## src/sct_pkg.sv

```systemverilog
// Package for the slow clock elapsed timer: register map, field layout,
// reset values and the packed types that carry bus requests and state.
// Assumes a single 20 MHz reference clock and a synchronous active-low reset.
package sct_pkg;

   // Register byte offsets on the plain register port.
   localparam logic [7:0] SCT_OFS_MODE = 8'h00;
   localparam logic [7:0] SCT_OFS_ALARM = 8'h04;
   localparam logic [7:0] SCT_OFS_VALUE = 8'h08;
   localparam logic [7:0] SCT_OFS_STATUS = 8'h0C;

   // Mode register field positions.
   localparam int SCT_MODE_DIV_LSB = 0;
   localparam int SCT_MODE_DIV_MSB = 15;
   localparam int SCT_MODE_ALM_IEN = 16;
   localparam int SCT_MODE_INC_IEN = 17;
   localparam int SCT_MODE_RESTART = 18;
   localparam int SCT_MODE_DISABLE = 20;
   localparam int SCT_MODE_CAL_SEL = 24;

   // Status register field positions.
   localparam int SCT_STAT_ALARM = 0;
   localparam int SCT_STAT_INC = 1;

   // Reset values.
   localparam logic [15:0] SCT_DIV_RESET = 16'h8000;
   localparam logic [31:0] SCT_ALARM_RESET = 32'hFFFFFFFF;
   localparam logic [31:0] SCT_COUNT_RESET = 32'h00000000;
   localparam logic [15:0] SCT_PRESC_RESET = 16'h0000;

   // Slow clock edges between a status read and the interrupt returning.
   localparam logic [1:0] SCT_IRQ_HOLD_EDGES = 2'h2;

   // One register port request, as issued by the bus master.
   typedef struct packed {
      logic [7:0] addr;
      logic [31:0] wdata;
      logic wr;
      logic rd;
   } sct_bus_req_s;

   // Three-stage input synchroniser plus the accepted stable level.
   typedef struct packed {
      logic s1;
      logic s2;
      logic s3;
      logic level;
   } sct_sync_s;

   // Complete state of the timer.
   typedef struct packed {
      sct_sync_s slow_sync;
      sct_sync_s cal_sync;
      logic [15:0] divisor;
      logic alarm_irq_enable;
      logic increment_irq_enable;
      logic timer_disable;
      logic calendar_second_select;
      logic [31:0] alarm_value;
      logic [15:0] prescaler;
      logic [31:0] counter_value;
      logic increment_flag;
      logic alarm_flag;
      logic match_prev;
      logic [1:0] irq_hold;
      logic [31:0] rdata;
   } sct_state_s;

endpackage

```

## src/sct_timer.sv

```systemverilog
// Slow clock elapsed timer: prescaler, 32-bit counter, alarm compare,
// clear-on-read flags and an interrupt line, behind a plain register port.
// Assumes the slow clock and calendar tick arrive as pins asynchronous to
// ref_clk and that both are far slower than ref_clk.
//
// The placing of the registers and strobed register access are this design's own decisions.
`timescale 1ns/1ps

module sct_timer
   import sct_pkg::*;
(
   // Clock and reset.
   input wire logic ref_clk,
   input wire logic resetn,
   // Register port.
   input wire sct_bus_req_s bus_req,
   output logic [31:0] rdata,
   // Slow time sources.
   input wire logic slow_clock,
   input wire logic calendar_tick,
   // Event outputs.
   output logic irq,
   output logic alarm_out
);

   sct_state_s st_reg;
   sct_state_s st_next;

   // Decoded accesses and counting events, all combinational.
   logic wr_mode;
   logic wr_alarm;
   logic rd_mode;
   logic rd_alarm;
   logic rd_value;
   logic rd_status;
   logic slow_rise;
   logic cal_rise;
   logic run;
   logic rollover;
   logic count_step;
   logic match_now;
   logic restart;

   // Address decoding for writes and reads.
   always_comb begin
      wr_mode = 1'b0;
      wr_alarm = 1'b0;
      rd_mode = 1'b0;
      rd_alarm = 1'b0;
      rd_value = 1'b0;
      rd_status = 1'b0;
      if (bus_req.addr == SCT_OFS_MODE) begin
         wr_mode = bus_req.wr;
         rd_mode = bus_req.rd;
      end else if (bus_req.addr == SCT_OFS_ALARM) begin
         wr_alarm = bus_req.wr;
         rd_alarm = bus_req.rd;
      end else if (bus_req.addr == SCT_OFS_VALUE) begin
         rd_value = bus_req.rd;
      end else if (bus_req.addr == SCT_OFS_STATUS) begin
         rd_status = bus_req.rd;
      end
   end

   // Edge detection on the synchronised inputs and the counting events.
   always_comb begin
      slow_rise = (st_reg.slow_sync.s2 == st_reg.slow_sync.s3) &&
                  st_reg.slow_sync.s3 && !st_reg.slow_sync.level;
      cal_rise = (st_reg.cal_sync.s2 == st_reg.cal_sync.s3) &&
                 st_reg.cal_sync.s3 && !st_reg.cal_sync.level;
      run = !st_reg.timer_disable;
      restart = wr_mode && bus_req.wdata[SCT_MODE_RESTART];
      // period is divisor, zero gives 65536
      rollover = run && slow_rise &&
                 (st_reg.prescaler == 16'(st_reg.divisor - 16'h0001));
      count_step = st_reg.calendar_second_select ? (run && cal_rise) : rollover;
      match_now = (st_reg.counter_value == st_reg.alarm_value);
   end

   // Next-state computation for the whole block.
   always_comb begin
      st_next = st_reg;

      // Synchroniser chains; the first stage feeds only the second.
      st_next.slow_sync.s1 = slow_clock;
      st_next.slow_sync.s2 = st_reg.slow_sync.s1;
      st_next.slow_sync.s3 = st_reg.slow_sync.s2;
      if (st_reg.slow_sync.s2 == st_reg.slow_sync.s3) begin
         st_next.slow_sync.level = st_reg.slow_sync.s3;
      end
      st_next.cal_sync.s1 = calendar_tick;
      st_next.cal_sync.s2 = st_reg.cal_sync.s1;
      st_next.cal_sync.s3 = st_reg.cal_sync.s2;
      if (st_reg.cal_sync.s2 == st_reg.cal_sync.s3) begin
         st_next.cal_sync.level = st_reg.cal_sync.s3;
      end

      // Mode and alarm register writes.
      if (wr_mode) begin
         st_next.divisor = bus_req.wdata[SCT_MODE_DIV_MSB:SCT_MODE_DIV_LSB];
         st_next.alarm_irq_enable = bus_req.wdata[SCT_MODE_ALM_IEN];
         st_next.increment_irq_enable = bus_req.wdata[SCT_MODE_INC_IEN];
         st_next.timer_disable = bus_req.wdata[SCT_MODE_DISABLE];
         st_next.calendar_second_select = bus_req.wdata[SCT_MODE_CAL_SEL];
      end
      if (wr_alarm) begin
         st_next.alarm_value = bus_req.wdata;
      end

      // Prescaler: counts slow clock edges and wraps at the period.
      if (rollover) begin
         st_next.prescaler = SCT_PRESC_RESET;
      end else if (run && slow_rise) begin
         st_next.prescaler = 16'(st_reg.prescaler + 16'h0001);
      end

      if (count_step) begin
         st_next.counter_value = 32'(st_reg.counter_value + 32'h00000001);
      end

      if (restart) begin
         st_next.prescaler = SCT_PRESC_RESET;
         st_next.counter_value = SCT_COUNT_RESET;
      end

      // Alarm match is taken on its rising edge so a read can clear it.
      st_next.match_prev = match_now;

      if (rd_status) begin
         st_next.increment_flag = 1'b0;
         st_next.alarm_flag = 1'b0;
      end
      if (rollover) begin
         st_next.increment_flag = 1'b1;
      end
      if (match_now && !st_reg.match_prev) begin
         st_next.alarm_flag = 1'b1;
      end

      if (rd_status) begin
         st_next.irq_hold = SCT_IRQ_HOLD_EDGES;
      end else if (slow_rise && st_reg.irq_hold != 2'h0) begin
         st_next.irq_hold = 2'(st_reg.irq_hold - 2'h1);
      end

      // Read data stands only in the cycle after the read strobe.
      st_next.rdata = 32'h00000000;
      if (rd_mode) begin
         st_next.rdata[SCT_MODE_DIV_MSB:SCT_MODE_DIV_LSB] = st_reg.divisor;
         st_next.rdata[SCT_MODE_ALM_IEN] = st_reg.alarm_irq_enable;
         st_next.rdata[SCT_MODE_INC_IEN] = st_reg.increment_irq_enable;
         st_next.rdata[SCT_MODE_DISABLE] = st_reg.timer_disable;
         st_next.rdata[SCT_MODE_CAL_SEL] = st_reg.calendar_second_select;
      end else if (rd_alarm) begin
         st_next.rdata = st_reg.alarm_value;
      end else if (rd_value) begin
         st_next.rdata = st_reg.counter_value;
      end else if (rd_status) begin
         st_next.rdata[SCT_STAT_ALARM] = st_reg.alarm_flag;
         st_next.rdata[SCT_STAT_INC] = st_reg.increment_flag;
      end
   end

   // State register with synchronous reset.
   always_ff @(posedge ref_clk) begin
      if (!resetn) begin
         st_reg <= '0;
         st_reg.divisor <= SCT_DIV_RESET;
         st_reg.alarm_value <= SCT_ALARM_RESET;
      end else begin
         st_reg <= st_next;
      end
   end

   // Outputs driven straight from the state register.
   assign rdata = st_reg.rdata;
   assign alarm_out = st_reg.alarm_flag;
   assign irq = (st_reg.irq_hold == 2'h0) &&
                ((st_reg.alarm_flag && st_reg.alarm_irq_enable) ||
                 (st_reg.increment_flag && st_reg.increment_irq_enable));

endmodule

```

## config.mk

```make
export PLATFORM = sky130hd
export DESIGN_NAME = sct_timer
export DESIGN_NICKNAME = d
export VERILOG_FILES = /design/src/sct_pkg.sv /design/src/sct_timer.sv
export SDC_FILE = /design/constraint.sdc
export NUM_CORES = 1
export LEC_CHECK = 0
export ABC_CLOCK_PERIOD_IN_PS = 5900
export BUFFER_PORTS_ARGS = -buffer_cell sky130_fd_sc_hd__buf_2
export CAP_MARGIN = 20
export CORE_ASPECT_RATIO = 1.5
export CORE_MARGIN = 2
export CORE_UTILIZATION = 63
export DETAILED_ROUTE_END_ITERATION = 16
export GPL_ROUTABILITY_DRIVEN = 0
export PLACE_DENSITY = 0.85
export SYNTH_ARGS = -nofsm -noshare
export SYNTH_HDL_FRONTEND = slang
export SYNTH_SLANG_ARGS = --single-unit
```

## constraint.sdc

```tcl
create_clock -name ref_clk -period 5.9 [get_ports ref_clk]
set_input_delay 0.295 -clock ref_clk [delete_from_list [all_inputs] [get_ports ref_clk]]
set_output_delay 0.295 -clock ref_clk [all_outputs]
set_load 0.05 [all_outputs]
```

==> results.ini <==
[sta]
relSlewSlack=0.3479
finalMaxSlewViolations=0
fin_crit_ns=3.249
fin_crit_sh=0.5506
rsz0062_at_grt=false
hold_viol=0
tns_ns=0
max_freq_mhz=307.8
hold-worst-slack_ns=0.06935
worst_pin_slew_ns=0.9746
setup_ws_ns=2.651
setup_viol=0
skew_ns=0.005771

[routing]
routed_via_density=6.094
vias=6399
drt_iter0_markers=581
wl_per_cell_um=17.46
drc_errors=0
drt_first_pass_iters=5
postRouteAntennaNets=0
routed_wl_um=18330

[power_and_ir_drop]
leakagePower_nw=3.182
ir_drop_mv=0.1855
power_density_nw_per_um2=276.6

[synth]
ys_types=54
syn_area_per_cell_um2=8.182
ys_warn_count=0
ys_seq_area_frac=0.4078
postSynthNetCount=922
synthCells=870
synth_edf_count=0
synth_seq_cells=145
synth.cell_area_um2=7118
ys.flop_type=dfxtp_1
async_flop_share=0

[clocking]
clk_latency_ns=0.43
postCtsSetupRepairBufs=0
cts_inserted_buffers=17
cts_sinks=145
clockBufferDepth=2
root_buffer=clkbuf_16
hold_buffers=0
htree_levels=4
ctsResizeCount=0
cts_tree=yes
path_clk_slew_ns=0.06

[placed_design]
place_area_um2=7296
portBuffers=79
numPlacedInstances=1015
hpwl_um=12520
preCtsSetupSlack_ns=2.687

[finish]
largest_reg_flops=108
final_cell_area_um2=7983
regArea_um2=2903
diodes=0
syn2layout_area_growth_pct=12.15
layout-drive-gt1-share=0.1417
fillers=851
finalNetCount=942
multi_input_area_um2=3710
fin_cells=1050

[worst_hold_path]
worstHoldEndpoint=st_next[139]$_SDFF_PN0_
holdCritPathClass=in2reg
min_from=calendar_tick
hold_depth=2

[worst_setup_path]
setup.worst_path.class=reg2reg
r2r_start=st_reg[121]$_SDFFE_PN0P_
required_ns=6.26
critPathMaxStageDelay_ns=0.60
critical_path_buf_inv_count=1
critPathArrivalTime_ns=3.61
path_delay_family=simple AND/OR/NAND/NOR gates
start_kind=flip-flop
r2r_end=st_reg[65]$_SDFFE_PP0P_
critPathMaxFanout=62
path_cells=inv_1 > ha_1 > or4b_1 > o21a_1 > a2bb2oi_1 > nand2_1 > nand3b_1 > o21a_4 > or4_1 > a21oi_1
rrSetupSlack_ns=2.65
crit_path_top_delay_cell=or4b_1
cp-end-kind=flip-flop
reg2reg_depth=10

[grt]
antenna_found_initial=0
grt_start_max_net_pins=72
grt_overflow_total=0
grtUsageTotal=0.3011
grt_pass1_vias=5925
grt_pass1_wl_um=29120

[job]
drv_cap=0

[floorplanning]
io_pins=80
dieHeight_um=134.2
die_w_um=90.79
die-area_um2=12180
row_count=47
start_util=0.6438
coreArea_um2=11060

[status]
status=finished, final reports clean

synthesized netlist by cell type, drive strengths merged (2+ instances only):
master	count	area, um^2
a31oi	2	12.51
o21ai	22	110.1
and4	5	43.79
o21a	2	22.52
nand2	137	514.2
nand2b	3	18.77
dfxtp	145	2903
ha	6	75.07
a211oi	2	15.01
and3	11	68.82
mux2i	25	250.2
clkbuf	44	165.2
or3	20	125.1
or4	14	105.1
nand3	58	290.3
inv	13	48.80
a21oi	50	250.2
nor2	84	315.3
o31ai	13	97.59
a21boi	22	165.2
nor3	8	45.04
and2	10	62.56
a22oi	13	97.59
xor2	46	402.9
nor4	12	96.34
buf	42	301.5
xnor2	21	183.9
o211ai	2	15.01
nor2b	3	18.77
nand4b	2	17.52
nand4	18	112.6
where the power goes:
group          total, mW  internal (mW)  switching, mW
sequential         0.984          0.982        0.00174
combinational     0.0672         0.0270         0.0402
clock               1.16          0.724          0.432
cell type report:
class / instances / area share
clock inverters: 14 / 0.02524
inverters: 13 / 0.006113
repair buffers: 87 / 0.06223
multi-input cells: 626 / 0.4647
flip-flops and latches: 145 / 0.3636
clock buffers: 18 / 0.05502
well taps: 147 / 0.02304
per-layer routing:
metal  vias to the layer above  wire length [um]  global-route usage
met4                         0               995              0.1852
li1                       3018                 -                   -
met2                       286              9343              0.5269
met3                        75              1127             0.05506
met5                         -                 0                   0
met1                      3020              6864              0.3383
logic make-up after synthesis:
group / count (synthesis) / share of synthesized area
xor gates and xnor gates: 67 / 0.08244
and+or+nand+nor: 390 / 0.2665
buffers and inverters: 99 / 0.07242
DFF: 145 / 0.4078
adders and majority gates: 6 / 0.01055
AOI/OAI and AO/OA: 137 / 0.1220
muxes: 26 / 0.03832
per-stage QoR:
stage | util | power, mW
3_3_place_gp | 0.6570 | 1.067
2_1_floorplan | - | 1.041
5_1_grt | 0.7220 | 2.257
3_5_place_dp | 0.6599 | 1.067
4_1_cts | 0.7179 | 2.209
6_report | 0.7220 | 2.208
cells in the final DEF, fill, tap and decap left out, types with 11 or more instances in the layout:
| cell | count |
|---|---|
| a21oi_1 | 50 |
| clkbuf_16 | 17 |
| nand4_1 | 18 |
| o31ai_1 | 13 |
| or3_1 | 20 |
| inv_1 | 13 |
| xor2_1 | 46 |
| a21boi_0 | 22 |
| dfxtp_1 | 145 |
| xnor2_1 | 21 |
| nand2_1 | 137 |
| mux2i_1 | 25 |
| nand3_1 | 58 |
| o21ai_0 | 20 |
| nor2_1 | 84 |
| or4_1 | 14 |
| buf_2 | 80 |
| and3_1 | 11 |
| a22oi_1 | 13 |
worst max path at each step:
stage / to / start / depth (start not counted) / slack, ns
after floorplan: st_reg[64]$_SDFFE_PP0P_ / st_reg[121]$_SDFFE_PN0P_ / 13 / 3.06
after global routing: st_reg[65]$_SDFFE_PP0P_ / st_reg[121]$_SDFFE_PN0P_ / 10 / 2.45
after detailed placement: st_reg[61]$_SDFFE_PP0P_ / st_reg[121]$_SDFFE_PN0P_ / 10 / 2.69
final: st_reg[65]$_SDFFE_PP0P_ / st_reg[121]$_SDFFE_PN0P_ / 10 / 2.65
after CTS: st_reg[65]$_SDFFE_PP0P_ / st_reg[121]$_SDFFE_PN0P_ / 10 / 2.67
after global placement: st_reg[100]$_SDFFE_PN1P_ / bus_req[36] / 6 / 2.44
Note: power is estimated with default switching activity, not from simulation.
